**src/core/dbpc_defs.vh**
```
`ifndef DBPC_DEFS_VH
`define DBPC_DEFS_VH

// ------------------------------------------------------------
// Register byte addresses
// ------------------------------------------------------------
`define DBPC_ADDR_CTRL0      8'h00
`define DBPC_ADDR_CTRL1      8'h04
`define DBPC_ADDR_CTRL2      8'h08
`define DBPC_ADDR_STATUS     8'h0c
`define DBPC_ADDR_DATA_BASE  8'h40
`define DBPC_ADDR_DATA_LAST  8'h7c

// ------------------------------------------------------------
// Control 0 fields
// ------------------------------------------------------------
`define DBPC_C0_EN           7
`define DBPC_C0_REFSEL       6
`define DBPC_C0_TRGSEL       5
`define DBPC_C0_STRG         4
`define DBPC_C0_LP           3
`define DBPC_C0_WIE          2
`define DBPC_C0_TIE          1
`define DBPC_C0_BIE          0

// ------------------------------------------------------------
// Control 1 fields
// ------------------------------------------------------------
`define DBPC_C1_WM_HI        4
`define DBPC_C1_WM_LO        3
`define DBPC_C1_MD_HI        2
`define DBPC_C1_MD_LO        1
`define DBPC_C1_BFE          0

// ------------------------------------------------------------
// Control 2 fields
// ------------------------------------------------------------
`define DBPC_C2_RP_HI        7
`define DBPC_C2_RP_LO        4
`define DBPC_C2_UP_HI        3
`define DBPC_C2_UP_LO        0

// ------------------------------------------------------------
// Status fields
// ------------------------------------------------------------
`define DBPC_ST_WM           2
`define DBPC_ST_TOP          1
`define DBPC_ST_BOT          0

// ------------------------------------------------------------
// Modes and reset values
// ------------------------------------------------------------
`define DBPC_MODE_NORMAL     2'h0
`define DBPC_MODE_SWING      2'h1
`define DBPC_MODE_SCAN       2'h2
`define DBPC_RST_CTRL0       8'h00
`define DBPC_RST_CTRL1       5'h00
`define DBPC_RST_UPPER       4'hf
`define DBPC_RST_STATUS      3'h2
`define DBPC_DATA_HI_LSB     8

`endif

```
**src/core/dbpc_ctrl.v**
```verilog
`timescale 1ns/1ps
`default_nettype none
`include "dbpc_defs.vh"

// Operation
// - Control0 bit7 enables whole converter
// - Control0 bit6 selects external reference
// - Control0 bit5 selects software trigger
// - Soft trigger write-only, advances once
// - Control0 bit3 requests low power
// - Control0 bits2..0 enable three interrupts
// - Watermark flag at distance one to four
// - Control1 bits2:1 select buffer mode
// - Buffer disabled uses first word
// - Control2 high nibble is read pointer
// - Upper limit nibble caps pointer
// - Enabled converter advances on triggers only with buffer enabled
// - Mode change keeps pointer value
// - Normal mode wraps to zero
// - Swing mode descends after upper limit
// - Scan mode stops at upper limit
// - Reset gives disabled default configuration
// - Operation continues in wait, debug
// - Flags clear on zero write only
// - Top means zero, bottom means limit
module dbpc_ctrl #(
  parameter DEPTH  = 16,
  parameter PTR_W  = 4,
  parameter DATA_W = 12
) (
  // Clock, reset, enable
  input  wire              ref_clk_in,
  input  wire              rst_n_in,
  input  wire              clk_en_in,
  // APB slave
  input  wire              psel_in,
  input  wire              penable_in,
  input  wire              pwrite_in,
  input  wire [7:0]        paddr_in,
  input  wire [31:0]       pwdata_in,
  output reg  [31:0]       prdata_out,
  output reg               pready_out,
  output reg               pslverr_out,
  // Hardware trigger pulse
  input  wire              hw_trigger_in,
  // Analog core controls
  output reg               converter_enable_out,
  output reg               reference_select_out,
  output reg               low_power_select_out,
  output reg  [DATA_W-1:0] code_out,
  output reg               irq_out
);

  // ------------------------------------------------------------
  // State
  // ------------------------------------------------------------
  reg [7:0]        ctrl0_q;
  reg [4:0]        ctrl1_q;
  reg [PTR_W-1:0]  read_pointer_q;
  reg [PTR_W-1:0]  upper_limit_q;
  reg              swing_down_q;
  reg [2:0]        status_q;
  reg [DATA_W-1:0] mem_q [0:DEPTH-1];
  reg [3:0]        hi_hold_q;
  reg              hi_pend_q;
  reg [PTR_W-1:0]  next_ptr_d;
  reg              next_dn_d;
  reg [2:0]        status_d;
  reg [31:0]       rdata_d;

  wire             wr_acc;
  wire             rd_acc;
  wire             data_hit;
  wire [PTR_W-1:0] data_idx;
  wire             soft_trg;
  wire             hw_trg;
  wire             trigger;
  wire [1:0]       mode;
  wire [PTR_W:0]   distance;
  wire [PTR_W:0]   wm_words;
  wire             ptr_wr;
  wire [PTR_W-1:0] ptr_wr_val;
  wire [PTR_W-1:0] ptr_new;
  wire             top_now;
  wire             bot_now;
  wire             wm_now;
  reg              top_was_q;
  reg              bot_was_q;
  reg              wm_was_q;

  wire             wr_c0;
  wire             wr_c1;
  wire             wr_c2;
  wire             wr_st;
  wire             mapped;
  wire [PTR_W-1:0] limit_eff;
  wire [2:0]       cond_now;
  wire [2:0]       cond_was;
  wire [2:0]       flag_set;
  wire [DATA_W-1:0] code_sel;
  wire             irq_d;

  assign wr_acc   = psel_in & penable_in & pwrite_in & clk_en_in;
  assign rd_acc   = psel_in & ~penable_in & ~pwrite_in;
  assign data_hit = (paddr_in >= `DBPC_ADDR_DATA_BASE) && (paddr_in <= `DBPC_ADDR_DATA_LAST)
                    && (paddr_in[1:0] == 2'h0);
  assign data_idx = paddr_in[PTR_W+1:2];
  assign mode     = ctrl1_q[`DBPC_C1_MD_HI:`DBPC_C1_MD_LO];

  // ------------------------------------------------------------
  // Address decode
  // ------------------------------------------------------------
  function reg_known;
    input [7:0] addr;
    begin
      reg_known = (addr == `DBPC_ADDR_CTRL0) || (addr == `DBPC_ADDR_CTRL1)
                  || (addr == `DBPC_ADDR_CTRL2) || (addr == `DBPC_ADDR_STATUS)
                  || ((addr >= `DBPC_ADDR_DATA_BASE) && (addr <= `DBPC_ADDR_DATA_LAST)
                      && (addr[1:0] == 2'h0));
    end
  endfunction

  assign mapped = reg_known(paddr_in);

  // Write strobes, one per control or status register; data words use wr_acc and data_hit
  assign wr_c0  = wr_acc && mapped && (paddr_in == `DBPC_ADDR_CTRL0);
  assign wr_c1  = wr_acc && mapped && (paddr_in == `DBPC_ADDR_CTRL1);
  assign wr_c2  = wr_acc && mapped && (paddr_in == `DBPC_ADDR_CTRL2);
  assign wr_st  = wr_acc && mapped && (paddr_in == `DBPC_ADDR_STATUS);

  // ------------------------------------------------------------
  // Trigger selection
  // ------------------------------------------------------------
  // soft trigger pulse
  assign soft_trg = wr_c0 && pwdata_in[`DBPC_C0_STRG]
                    && pwdata_in[`DBPC_C0_TRGSEL] && pwdata_in[`DBPC_C0_EN] && ctrl1_q[`DBPC_C1_BFE];
  assign hw_trg   = hw_trigger_in & ~ctrl0_q[`DBPC_C0_TRGSEL];
  assign trigger  = clk_en_in & ctrl0_q[`DBPC_C0_EN] & ctrl1_q[`DBPC_C1_BFE] & (soft_trg | hw_trg);

  // ------------------------------------------------------------
  // Pointer stepping
  // ------------------------------------------------------------
  always @* begin
    next_ptr_d = read_pointer_q;
    next_dn_d  = swing_down_q;
    case (mode)
      `DBPC_MODE_NORMAL: begin
        next_ptr_d = (read_pointer_q >= upper_limit_q) ? {PTR_W{1'b0}} : read_pointer_q + 1'b1;
      end
      `DBPC_MODE_SWING: begin
        if (read_pointer_q >= upper_limit_q && upper_limit_q != {PTR_W{1'b0}}) begin
          next_ptr_d = upper_limit_q - 1'b1;
          next_dn_d  = 1'b1;
        end else if (read_pointer_q == {PTR_W{1'b0}}) begin
          next_ptr_d = (upper_limit_q == {PTR_W{1'b0}}) ? {PTR_W{1'b0}} : {{(PTR_W-1){1'b0}}, 1'b1};
          next_dn_d  = 1'b0;
        end else if (swing_down_q) begin
          next_ptr_d = read_pointer_q - 1'b1;
        end else begin
          next_ptr_d = read_pointer_q + 1'b1;
        end
      end
      `DBPC_MODE_SCAN: begin
        if (read_pointer_q < upper_limit_q) begin
          next_ptr_d = read_pointer_q + 1'b1;
        end
      end
      default: begin
        next_ptr_d = read_pointer_q;
      end
    endcase
  end

  assign ptr_wr     = wr_c2;
  assign ptr_wr_val = (pwdata_in[`DBPC_C2_RP_HI:`DBPC_C2_RP_LO] > pwdata_in[`DBPC_C2_UP_HI:`DBPC_C2_UP_LO]) ?
                      pwdata_in[`DBPC_C2_UP_HI:`DBPC_C2_UP_LO] : pwdata_in[`DBPC_C2_RP_HI:`DBPC_C2_RP_LO];
  assign ptr_new    = ptr_wr ? ptr_wr_val : (trigger ? next_ptr_d : read_pointer_q);

  // ------------------------------------------------------------
  // Status conditions
  // ------------------------------------------------------------
  // top and bottom
  assign top_now  = (ptr_new == {PTR_W{1'b0}});
  // Limit in force after this edge
  assign limit_eff = ptr_wr ? pwdata_in[`DBPC_C2_UP_HI:`DBPC_C2_UP_LO] : upper_limit_q;
  assign bot_now  = (ptr_new == limit_eff);
  assign distance = {1'b0, limit_eff} - {1'b0, ptr_new};
  assign wm_words = {{(PTR_W-1){1'b0}}, ctrl1_q[`DBPC_C1_WM_HI:`DBPC_C1_WM_LO]} + 1'b1;
  assign wm_now   = (distance == wm_words);

  assign cond_now = {wm_now, top_now, bot_now};
  assign cond_was = {wm_was_q, top_was_q, bot_was_q};

  genvar gi;
  generate
    for (gi = 0; gi <= `DBPC_ST_WM; gi = gi + 1) begin : g_flag
      // Rising condition sets its flag
      assign flag_set[gi] = clk_en_in & cond_now[gi] & ~cond_was[gi];
    end
  endgenerate

  always @* begin
    status_d = status_q;
    if (wr_st) begin
      status_d = status_q & pwdata_in[2:0];
    end
    // A set in the clearing cycle wins
    status_d = status_d | flag_set;
  end

  // ------------------------------------------------------------
  // Registers
  // ------------------------------------------------------------
  // disabled defaults
  always @(posedge ref_clk_in or negedge rst_n_in) begin
    if (!rst_n_in) begin
      ctrl0_q        <= `DBPC_RST_CTRL0;
      ctrl1_q        <= `DBPC_RST_CTRL1;
      read_pointer_q <= {PTR_W{1'b0}};
      upper_limit_q  <= `DBPC_RST_UPPER;
      swing_down_q   <= 1'b0;
      status_q       <= `DBPC_RST_STATUS;
      top_was_q      <= 1'b1;
      bot_was_q      <= 1'b0;
      wm_was_q       <= 1'b0;
      hi_hold_q      <= 4'h0;
      hi_pend_q      <= 1'b0;
    end else if (clk_en_in) begin
      if (wr_c0) begin
        ctrl0_q <= pwdata_in[7:0] & ~(8'h01 << `DBPC_C0_STRG);
      end
      if (wr_c1) begin
        ctrl1_q <= pwdata_in[4:0];
      end
      if (ptr_wr) begin
        upper_limit_q <= pwdata_in[`DBPC_C2_UP_HI:`DBPC_C2_UP_LO];
        swing_down_q  <= 1'b0;
      end else if (trigger) begin
        swing_down_q <= next_dn_d;
      end
      read_pointer_q <= ptr_new;
      status_q       <= status_d;
      top_was_q      <= top_now;
      bot_was_q      <= bot_now;
      wm_was_q       <= wm_now;
      if (wr_acc && data_hit) begin
        hi_hold_q <= pwdata_in[DATA_W-1:`DBPC_DATA_HI_LSB];
        hi_pend_q <= 1'b1;
      end
    end
  end

  // ------------------------------------------------------------
  // Data buffer
  // ------------------------------------------------------------
  always @(posedge ref_clk_in) begin
    if (clk_en_in && wr_acc && data_hit) begin
      mem_q[data_idx] <= pwdata_in[DATA_W-1:0];
    end
  end

  // ------------------------------------------------------------
  // Read mux
  // ------------------------------------------------------------
  always @* begin
    rdata_d = 32'h0000_0000;
    if (data_hit) begin
      rdata_d[DATA_W-1:0] = mem_q[data_idx];
    end else begin
      case (paddr_in)
        `DBPC_ADDR_CTRL0:  rdata_d[7:0] = ctrl0_q;
        `DBPC_ADDR_CTRL1:  rdata_d[4:0] = ctrl1_q;
        `DBPC_ADDR_CTRL2:  rdata_d[7:0] = {read_pointer_q, upper_limit_q};
        `DBPC_ADDR_STATUS: rdata_d[2:0] = status_q;
        default:           rdata_d = 32'h0000_0000;
      endcase
    end
  end

  // ------------------------------------------------------------
  // Analog side selections
  // ------------------------------------------------------------
  // first word when buffer off
  assign code_sel = ctrl1_q[`DBPC_C1_BFE] ? mem_q[read_pointer_q] : mem_q[0];
  assign irq_d    = (status_q[`DBPC_ST_WM]  & ctrl0_q[`DBPC_C0_WIE])
                  | (status_q[`DBPC_ST_TOP] & ctrl0_q[`DBPC_C0_TIE])
                  | (status_q[`DBPC_ST_BOT] & ctrl0_q[`DBPC_C0_BIE]);

  // ------------------------------------------------------------
  // Bus answer
  // ------------------------------------------------------------
  // Zero wait states: ready follows every setup phase
  always @(posedge ref_clk_in or negedge rst_n_in) begin
    if (!rst_n_in) begin
      prdata_out  <= 32'h0000_0000;
      pready_out  <= 1'b0;
      pslverr_out <= 1'b0;
    end else if (clk_en_in) begin
      pready_out  <= psel_in & ~penable_in;
      pslverr_out <= psel_in & ~penable_in & ~mapped;
      if (rd_acc) begin
        prdata_out <= rdata_d;
      end
    end
  end

  // ------------------------------------------------------------
  // Analog core outputs
  // ------------------------------------------------------------
  always @(posedge ref_clk_in or negedge rst_n_in) begin
    if (!rst_n_in) begin
      converter_enable_out <= 1'b0;
      reference_select_out <= 1'b0;
      low_power_select_out <= 1'b0;
      code_out             <= {DATA_W{1'b0}};
      irq_out              <= 1'b0;
    end else if (clk_en_in) begin
      converter_enable_out <= ctrl0_q[`DBPC_C0_EN];
      reference_select_out <= ctrl0_q[`DBPC_C0_REFSEL];
      low_power_select_out <= ctrl0_q[`DBPC_C0_LP];
      // Disabled converter drives code zero
      code_out             <= ctrl0_q[`DBPC_C0_EN] ? code_sel : {DATA_W{1'b0}};
      irq_out              <= irq_d;
    end
  end

endmodule // dbpc_ctrl

`default_nettype wire

```
**config.mk**
```make
export PLATFORM = sky130hd
export DESIGN_NAME = dbpc_ctrl
export DESIGN_NICKNAME = d
export VERILOG_FILES = /design/src/core/dbpc_ctrl.v
export VERILOG_INCLUDE_DIRS = /design/src /design/src/core
export SDC_FILE = /design/constraint.sdc
export NUM_CORES = 1
export LEC_CHECK = 0
export BUFFER_PORTS_ARGS = -buffer_cell sky130_fd_sc_hd__buf_2
export CAP_MARGIN = 20
export CORE_ASPECT_RATIO = 1.75
export CORE_MARGIN = 4
export CORE_UTILIZATION = 55
export CTS_BUF_LIST = sky130_fd_sc_hd__clkbuf_4 sky130_fd_sc_hd__clkbuf_8 sky130_fd_sc_hd__clkbuf_16
export DETAILED_ROUTE_END_ITERATION = 12
export PLACE_DENSITY = 0.72
export SLEW_MARGIN = 25
export SYNTH_ARGS = -nofsm -noshare
export SYNTH_HDL_FRONTEND = slang
export SYNTH_SLANG_ARGS = --single-unit
```
**constraint.sdc**
```tcl
create_clock -name ref_clk_in -period 8.3 [get_ports ref_clk_in]
set_input_delay 0.83 -clock ref_clk_in [delete_from_list [all_inputs] [get_ports ref_clk_in]]
set_output_delay 0.83 -clock ref_clk_in [all_outputs]
set_load 0.01 [all_outputs]
```
After elaboration in Yosys (flattened, before gate mapping):

Memory sizes are Yosys's and may differ from the RTL's.
Cells that the tools add are included.

* logic and storage cells: 123
* output and inout port bits: 50
* memory bits (writable): 192
* input bits: 47
* register bits: 57
* memories kept: 1

Memories
* mem_q: depth 16, bits a word 12, read ports 3, clocked after Yosys merged registers in 0, write ports 1, line dbpc_ctrl.v:63 `reg [DATA_W-1:0] mem_q [0:DEPTH-1];`

* equality and inequality tests: 7
* multiplexer cells: 25
* bitwise logic cells: 31
* order comparisons: 5
* add/subtract/negate cells: 5
* reduce and logical (&&, ||, !) cells: 32

Operators with widths (count)
* two-way mux 12 bit: 3
* two-way mux 4 bit: 9
* AND 1 bit: 19
* == test 8 x 4 -> 1 bit, second input constant: 2
* logical AND 1 bit: 14
* zero test 4 bit: 3
* one-hot mux 3 bit (4 select lines): 1
* one-hot mux 4 bit (3 select lines): 1
* == test 8 x 3 -> 1 bit, second input constant: 1
* greater-or-equal comparator 8 x 7 -> 1 bit, second input constant: 1
* less-or-equal comparator 8 x 7 -> 1 bit, second input constant: 1
* zero test 8 bit: 1
* two-way mux 1 bit: 8
* subtractor 4 x 1 -> 4 bit, second input constant: 2
* NOT 1 bit: 7
* one-hot mux 2 bit (3 select lines): 1
* one-hot mux 3 bit (2 select lines): 1
* AND reduction 2 bit: 3
* == test 5 x 3 -> 1 bit: 1
* subtractor 4 x 4 -> 5 bit: 1
* adder 4 x 1 -> 4 bit, second input constant: 1
* == test 4 bit: 1
* greater-or-equal comparator 4 bit: 1
* > comparator 4 bit: 1
* other kinds (14): 21

Longest topological paths before layout:

Gate-level depths: netlist of run 1.

* word-level depth: 20
* depth in mapped cells: 18
* gate-level depth less buffers: 16

Least setup slack after synthesis of run 1:

Ideal clock, no wire load.

* kind: reg-to-reg
* start: register read_pointer_q[0]
* end: register status_q[2]
* clock period less this slack: 4113 ps
* path buffers: 2
* cell stages (with the launch flop): 18
* slack: 4187 ps
* data required time: 8217 ps
* library setup time: 83 ps
* arrival: 4030 ps
* path through: dfrtp_1 -> clkbuf_1 -> buf_2 -> inv_1 -> ha_1 -> and4b_1 -> a211oi_1 -> a21oi_1 -> nor3_1 -> a311oi_1 -> o22ai_1 -> ha_1 -> inv_1 -> fa_1 -> xnor2_1 -> nand3_1 -> or4_1 -> o21ai_0

* cells in the longest elaborated chain, start to end: 12
* elaborated cells between the ends (all ways): 19
* classes of those cells: add/sub: 3; order compare: 2; eq/ne: 1; mux: 8; bitwise: 3; reduce/logical: 2

Ends and longest elaborated chain
* from (decl): line dbpc_ctrl.v:59 `reg [PTR_W-1:0] read_pointer_q;`
* from (signal assigned): line dbpc_ctrl.v:219 `read_pointer_q <= {PTR_W{1'b0}};`
* from (signal assigned): line dbpc_ctrl.v:241 `read_pointer_q <= ptr_new;`
* adder 4 x 1 -> 4 bit / subtractor 4 x 1 -> 4 bit (equally long branches)
* two-way mux 4 bit: line dbpc_ctrl.v:157 `end else if (swing_down_q) begin`
* two-way mux 4 bit: line dbpc_ctrl.v:154 `end else if (read_pointer_q == {PTR_W{1'b0}}) begin`
* two-way mux 4 bit: line dbpc_ctrl.v:151 `if (read_pointer_q >= upper_limit_q && upper_limit_q != {PTR_W{1'b0}}) begin`
* one-hot mux 4 bit (3 select lines): line dbpc_ctrl.v:146 `case (mode)`
* two-way mux 4 bit * (2 in series): line dbpc_ctrl.v:177 `assign ptr_new = ptr_wr ? ptr_wr_val : (trigger ? next_ptr_d : read_pointer_q);`
* net ptr_new[0]: line dbpc_ctrl.v:83 `wire [PTR_W-1:0] ptr_new;`
* subtractor 4 x 4 -> 5 bit *: line dbpc_ctrl.v:187 `assign distance = {1'b0, limit_eff} - {1'b0, ptr_new};`
* == test 5 x 3 -> 1 bit *: line dbpc_ctrl.v:189 `assign wm_now = (distance == wm_words);`
* AND 1 bit * (2 in series): line dbpc_ctrl.v:198 `assign flag_set[gi] = clk_en_in & cond_now[gi] & ~cond_was[gi];`
* OR 3 bit *: line dbpc_ctrl.v:208 `status_d = status_d | flag_set;`
* to (signal assigned): line dbpc_ctrl.v:222 `` status_q <= `DBPC_RST_STATUS; ``
* to (signal assigned): line dbpc_ctrl.v:242 `status_q <= status_d;`
* to (decl): line dbpc_ctrl.v:62 `reg [2:0] status_q;`

The timed path passes the listed nets; every way through them passes the cells marked *.
A chain may end at the register's enable or synchronous reset.

Worst setup path after layout of run 1:

* start: register read_pointer_q[1]
* end: register status_q[2]

* elaborated cells between the ends (all ways): 19
* classes of those cells: add/sub: 3; order compare: 2; eq/ne: 1; mux: 8; bitwise: 3; reduce/logical: 2

RTL lines (line)
* greater-or-equal comparator 4 bit / zero test 4 bit (equally long branches): dbpc_ctrl.v:148, dbpc_ctrl.v:151, dbpc_ctrl.v:154
* logical AND 1 bit / two-way mux 4 bit (equally long branches): dbpc_ctrl.v:151, dbpc_ctrl.v:154
* two-way mux 4 bit: dbpc_ctrl.v:151
* one-hot mux 4 bit (3 select lines) *: dbpc_ctrl.v:146
* two-way mux 4 bit * (2 in series): dbpc_ctrl.v:177
* net ptr_new[0]: dbpc_ctrl.v:83
* subtractor 4 x 4 -> 5 bit *: dbpc_ctrl.v:187
* == test 5 x 3 -> 1 bit *: dbpc_ctrl.v:189
* AND 1 bit * (2 in series): dbpc_ctrl.v:198
* OR 3 bit *: dbpc_ctrl.v:208

Marks and branches as above.

==> results of run 1 <==
==> through the flow <==
step / setup slack [ps] / instances
5_1_grt: 3260 / 1092
3_5_place_dp: 3090 / 1051
2_1_floorplan: 4190 / 755
3_3_place_gp: 3150 / 1050
6_report: 3420 / 1092
4_1_cts: 3450 / 1092
==> worst min-delay path by stage <==
stage | depth (start not counted) | endpoint | from | slack, ps
2_1_floorplan | 1 | status_q[0]$_DFFE_PN0P_ | bot_was_q$_DFFE_PN0P_ | 440
3_3_place_gp | 1 | status_q[0]$_DFFE_PN0P_ | bot_was_q$_DFFE_PN0P_ | 460
3_5_place_dp | 1 | status_q[0]$_DFFE_PN0P_ | bot_was_q$_DFFE_PN0P_ | 470
4_1_cts | 2 | code_out[5]$_DFFE_PN0P_ | rst_n_in | 470
5_1_grt | 1 | status_q[0]$_DFFE_PN0P_ | bot_was_q$_DFFE_PN0P_ | 510
6_report | 2 | code_out[4]$_DFFE_PN0P_ | rst_n_in | 450
==> layer usage <==
| layer | vias to the layer above | share of wire | GRT usage |
|---|---|---|---|
| met3 | 76 | 0.058 | 0.0359 |
| met4 | 4 | 0.041 | 0.108 |
| met1 | 3707 | 0.34 | 0.300 |
| met2 | 308 | 0.56 | 0.465 |
| li1 | 3025 | - | - |
| met5 | - | 0.00045 | 0 |
==> cell usage after synthesis, types with 2 or more instances <==
cell	n	area [sq um]
nor3b_1	2	15.0
nor2_1	35	131
edfxtp_1	192	5770
buf_1	4	15.0
o211ai_1	2	15.0
mux4_1	5	131
and2_1	2	12.5
xnor2_1	7	61.3
nand2_1	14	52.6
mux2_2	18	203
and3_1	3	18.8
mux2i_1	16	160
buf_4	20	150
o21ai_0	25	125
ha_1	17	213
nand2b_1	3	18.8
a21o_1	3	22.5
inv_1	40	150
a211oi_1	2	15.0
buf_2	12	60.1
dfstp_2	6	158
buf_6	2	22.5
mux4_2	118	2660
a21oi_1	18	90.1
a311oi_1	3	26.3
nand4_1	3	18.8
nand3_1	15	75.1
a22oi_1	8	60.1
clkbuf_1	30	113
o22ai_1	15	93.8
nor3_1	7	35.0
dfrtp_1	51	1280
or3_1	2	12.5
xor2_1	2	17.5
a31oi_1	2	12.5
nor2b_1	5	31.3
==> state kept, by name (all words and copies together), names as in the netlist, 3 cells and up <==
| name | count |
|---|---|
| read_pointer_q | 4 |
| ctrl0_q | 7 |
| upper_limit_q | 4 |
| status_q | 3 |
| mem_q | 192 |
| code_out | 12 |
| ctrl1_q | 5 |
| prdata_out | 12 |
==> cells by family (layout without fill, tap and decap cells) <==
kind of cell	Yosys count	count (layout)	synth area share
AO/OA/AOI/OAI	91	91	0.0491
XOR/XNOR	9	9	0.00640
adder cells (fa/ha/maj)	18	18	0.0189
buffers and inverters	108	149	0.0414
flip-flops	249	249	0.584
multiplexers	157	157	0.256
other	1	20	0.000304
AND/OR/NAND/NOR	103	103	0.0437
==> area by class of cell <==
| class | instances | share of cell area |
|---|---|---|
| flip-flops and latches | 249 | 0.528 |
| multi-input cells | 398 | 0.348 |
| clock buffers | 27 | 0.0444 |
| repair buffers | 68 | 0.0283 |
| well taps | 296 | 0.0272 |
| clock inverters | 14 | 0.0128 |
| inverters | 40 | 0.0110 |
==> power by group <==
part	internal [mW]	switching [mW]	leakage (nW)
Combinational	0.0659	0.0996	1.76
Clock	0.648	0.454	0.383
Sequential	1.36	0.00964	2.47
==> cells in the final DEF, fill, tap and decap left out, types with 12 or more instances in the layout <==
cell / Yosys / final
a21oi_1: 18 / 18
buf_2: 12 / 55
buf_4: 20 / 12
clkbuf_16: 0 / 23
conb_1: 1 / 20
dfrtp_1: 51 / 49
edfxtp_1: 192 / 192
ha_1: 17 / 17
inv_1: 40 / 40
mux2_2: 18 / 18
mux2i_1: 16 / 16
mux4_2: 118 / 118
nand2_1: 14 / 14
nand3_1: 15 / 15
nor2_1: 35 / 19
nor2_2: 0 / 14
o21ai_0: 25 / 25
o22ai_1: 15 / 15
==> flow_summary.toml, run 1 <==
[die]
start_util = 0.558
die_w_um = 121
rows = 72
die-height_um = 206
ios = 97
core-area_sq_um = 22100
die_area_sq_um = 25000

[cts]
post_cts_buffers = 0
clkTransAtPathRegs_ps = 70
cts_resized = 0
cts_buffers = 23
ctsLongestPathBuffers = 3
cts-root-buf = "clkbuf_16"
clkSinkCount = 249
cts_hold_buffers = 0
tritoncts = "yes"
insertion_delay_ps = 520
htree_levels = 1

[layout]
postLayoutCellArea_sq_um = 13600
antenna_cells = 0
n_fill_cell = 1604
drive_gt1_frac = 0.345
area_growth_pct = 10.7
nets = 845
regArea_sq_um = 7200
fin_util = 0.618
multiInputGateArea_sq_um = 4750

[setup_path]
r2r_start = "read_pointer_q[1]$_DFFE_PN0P_"
crit_type = "flop to flop"
crit_buf_inv = 2
end_kind = "flop"
startpoint = "read_pointer_q[1]$_DFFE_PN0P_"
crit_required_ps = 8740
cp_slowest_cell = "buf_4"
cpPeakStageDelay_ps = 680
crit_end = "status_q[2]$_DFFE_PN0P_"
path_max_fanout = 55
r2r_cells = 15
path_cells = "buf_4 > ha_1 > and4b_1 > a211oi_1 > a21oi_1 > nor3_1 > a311oi_1 > o22ai_1 > ha_1 > inv_1 > fa_1 > xnor2_1 > nand3_1 > or4_1 > o21ai_0"
crit_top_cell = "ha_1"
path_delay_family = "compound AO/OA/AOI/OAI gates"
path_depth = 15
cp.arrival_ps = 5320
start_kind = "flop"
timing.rr.end = "status_q[2]$_DFFE_PN0P_"
reg2reg_setup_slack_ps = 3420

[drt]
vias = 7120
routed_wl_mm = 30.9
viasPerCell = 6.52
drt_iter0_drc = 729
dr.pass1.iters = 5
drcViolationCount = 0
final_antenna_net_count = 0
routedWlPerCell_um = 28.3

[run_status]
status = "complete, no violations"

[power]
powerDensity_nw_per_um2 = 193
finalPower_mw = 2.63
vdd_ir_drop_max_uv = 116
power_leakage_nw = 4.61

[grt]
grt_use_total = 0.255
antenna_found_initial = 2
grt_pass1_wl_mm = 46.1
grt_pass1_vias = 7535
grt_overflow = 0
grt_max_degree = 58

[sta]
worst_pin_slew_ps = 1090
fmax_ghz = 0.205
setup_violations = 0
fin_setup_tns_ps = 0
rsz0062_at_grt = "false"
finClkSkew_ps = 14.9
hold_viol = 0
fin_crit_sh = 0.588
holdWs_ps = 453
slew-limit-headroom = 0.272
slew_violations = 0
fin_crit_ps = 4880

[synth]
async_flop_share = 0.229
syn-cell-area_sq_um = 12300
avgSynthCellArea_sq_um = 16.7
ys_seq_area_frac = 0.584
ys_ff_latch = 249
synth_edf_count = 192
synth_cells = 736
synth_warnings = 0
synth_ff_type = "edfxtp_1"
ys_types = 63

[run]
cap_violations = 0

[placement]
hpwl_mm = 19.9
place_congestion = 0.861
portBuffers = 56
placed_area_sq_um = 12800

[min_path]
hold_class = "primary input to async pin"
No activity file was read; power rests on OpenSTA's default activity.
==> run 2: changes to the inputs <==
--- a/config.mk
+++ b/config.mk
@@ -6,6 +6,7 @@
 export SDC_FILE = /design/constraint.sdc
 export NUM_CORES = 1
 export LEC_CHECK = 0
+export ABC_AREA = 1
 export BUFFER_PORTS_ARGS = -buffer_cell sky130_fd_sc_hd__buf_2
 export CAP_MARGIN = 20
 export CORE_ASPECT_RATIO = 1.75
@@ -13,7 +14,7 @@
 export CORE_UTILIZATION = 55
 export CTS_BUF_LIST = sky130_fd_sc_hd__clkbuf_4 sky130_fd_sc_hd__clkbuf_8 sky130_fd_sc_hd__clkbuf_16
 export DETAILED_ROUTE_END_ITERATION = 12
-export PLACE_DENSITY = 0.72
+export PLACE_DENSITY = 0.75
 export SLEW_MARGIN = 25
 export SYNTH_ARGS = -nofsm -noshare
 export SYNTH_HDL_FRONTEND = slang
==> constraint.sdc (replaced) <==
create_clock -name ref_clk_in -period 4.2 [get_ports ref_clk_in]
set_input_delay 0.42 -clock ref_clk_in [delete_from_list [all_inputs] [get_ports ref_clk_in]]
set_output_delay 0.42 -clock ref_clk_in [all_outputs]
set_load 0.01 [all_outputs]
==> flow_summary.toml, run 2 <==
[drt]
drcViolationCount = 0
viasPerCell = 6.35
dr.pass1.iters = 6
drt_iter0_drc = 1320
final_antenna_net_count = 0
vias = 10500
routed_wl_mm = 37.7
routedWlPerCell_um = 22.8

[cts]
cts_resized = 0
ctsLongestPathBuffers = 3
insertion_delay_ps = 520
clkSinkCount = 249
cts_buffers = 23
htree_levels = 1
clkTransAtPathRegs_ps = 70
cts_hold_buffers = 0
post_cts_buffers = 0
tritoncts = "yes"
cts-root-buf = "clkbuf_16"

[setup_path]
crit_buf_inv = 5
cpPeakStageDelay_ps = 540
path_cells = "inv_1 > ha_1 > a21oi_1 > nand2_1 > nor2_2 > nor2_1 > nand2_1 > nand2_1 > inv_1 > nand2_1 > nor2_1 > nor2_1 > nor2_2 > inv_1 > ha_1 > inv_1 > fa_1 > inv_1 > nor2_1 > a2111oi_0 > nand4_1 > o21ai_0"
path_max_fanout = 5
path_delay_family = "simple AND/OR/NAND/NOR gates"
crit_type = "flop to flop"
end_kind = "flop"
cp_slowest_cell = "dfstp_2"
crit_top_cell = "inv_1"
crit_required_ps = 4640
cp.arrival_ps = 4090
start_kind = "flop"

[power]
power_leakage_nw = 5.54
vdd_ir_drop_max_uv = 296
powerDensity_nw_per_um2 = 370

[die]
die-height_um = 207
ios = 97
core-area_sq_um = 22300
rows = 72
die_area_sq_um = 25300
start_util = 0.562
die_w_um = 122

[synth]
yosysMostFrequentCell = "nand2_1"
ys_types = 47
synth_top_area_share = 0.461
synth_warnings = 0
avgSynthCellArea_sq_um = 9.72
ys_seq_area_frac = 0.576
synth_cells = 1286
yosysTopAreaCell = "edfxtp_1"
async_flop_share = 0.229
synth.area.top_cells = "edfxtp_1 (46%), dfrtp_1 (10%), o21ai_0 (6.7%)"
synth_ff_type = "edfxtp_1"
synth_common_cells = "nand2_1 (204), edfxtp_1 (192), o21ai_0 (167)"
ys_ff_latch = 249
syn-cell-area_sq_um = 12500
synth_edf_count = 192

[grt]
grtUsageMet3 = 0.0379
grt_overflow = 0
met2_usage = 0.495
grt_use_total = 0.295
grt-busiest-layer = "met2"
grt_pass1_vias = 10400
grt_max_degree = 86
gr-usage-met1 = 0.356
grt_pass1_wl_mm = 57.5
antenna_found_initial = 0

[sta]
fin_crit_ps = 3660
hold_viol = 0
fin_setup_tns_ps = 0
fmax_ghz = 0.273
worst_pin_slew_ps = 985
slew-limit-headroom = 0.343
fin_crit_sh = 0.871
holdWs_ps = 57.3
rsz0062_at_grt = "false"
slew_violations = 0
finClkSkew_ps = 18.4
setup_violations = 0

[placement]
place_congestion = 0.953
placed_area_sq_um = 13100
hpwl_mm = 25.5
dp.cells = 1615
portBuffers = 56

[layout]
layout.cells.non_filler = 1656
largest_registers = "mem_q (192), code_out (12), prdata_out (12)"
largest-register = "mem_q"
largest_reg_flops = 192
area_growth_pct = 11.3
antenna_cells = 0
final_common_cell = "nand2_1"
nets = 1409
fin_util = 0.625
drive_gt1_frac = 0.129
mostFrequentLayoutCells = "nand2_1 (204), edfxtp_1 (192), o21ai_0 (167)"
postLayoutCellArea_sq_um = 13900

[run]
cap_violations = 0

[run_status]
status = "complete, no violations"

[min_path]
hold_class = "primary input to async pin"
## run 2: cell count changes after synthesis, moves of 18 or more
cell | previous run | this run
a21oi_1 | 18 | 77
nand3_1 | 15 | 33
o21ai_0 | 25 | 167
inv_1 | 40 | 101
o221ai_1 | 0 | 18
nor2_1 | 35 | 126
a22oi_1 | 8 | 51
nand2_1 | 14 | 204
mux4_2 | 118 | 0
a221oi_1 | 0 | 18
## run 2: worst paths after layout
check	to	startpoint	depth (start not counted)	slack [ps]
max reg2reg	status_q[2]$_DFFE_PN0P_	upper_limit_q[3]$_DFFE_PN1P_	22	540
min	prdata_out[8]$_DFFE_PN0P_	rst_n_in	2	60
max in group asynchronous	read_pointer_q[0]$_DFFE_PN0P_	rst_n_in	2	3560
min in group ref_clk_in	top_was_q$_DFFE_PN1P_	clk_en_in	2	190
min reg2reg	converter_enable_out$_DFFE_PN0P_	converter_enable_out$_DFFE_PN0P_	2	470
max	status_q[2]$_DFFE_PN0P_	upper_limit_q[3]$_DFFE_PN1P_	22	540
## run 2: cell type report
type	count	area (sq um)
fillers	1853	8340
flip-flops and latches	249	7200
multi-input cells	858	4530
repair buffers	103	633
clock buffers	26	611
inverters	109	409
well taps	296	370
clock inverters	15	158
## run 2: cell families (layout without fill, tap and decap cells)
logic type | after synthesis | after routing | synth area share
other | 1 | 20 | 0.000300
muxes | 2 | 2 | 0.00180
xor gates and xnor gates | 8 | 8 | 0.00561
DFF | 249 | 249 | 0.576
buffers and inverters | 198 | 253 | 0.0682
and+or+nand+nor | 416 | 416 | 0.141
adders and majority gates | 18 | 18 | 0.0186
AOI/OAI and AO/OA | 394 | 394 | 0.188
## run 2: worst register-to-register path: cells and delay by family (launching register included)
kind	cells	cell delay, ps
compound gates	3	730
fa+ha+maj	3	940
buf+inv	5	360
flops	1	540
simple gates	11	1010
## run 2: metrics by stage
stage | setup slack (ps) | power, mW
after floorplan | 730 | 2.91
after global placement | 648 | 3.04
after detailed placement | 523 | 3.04
after CTS | 543 | 5.14
after global routing | 140 | 5.27
final | 543 | 5.15
## run 2: power breakdown
group / total, mW / switching, mW / internal, mW
sequential: 2.67 / 0.00741 / 2.67
clock: 2.15 / 0.915 / 1.23
combinational: 0.328 / 0.240 / 0.0880
## run 2: layer usage
layer / share of wire / vias up
met5: 0 / -
met3: 0.097 / 173
met4: 0.068 / 0
met2: 0.49 / 717
li1: - / 4682
met1: 0.34 / 4948
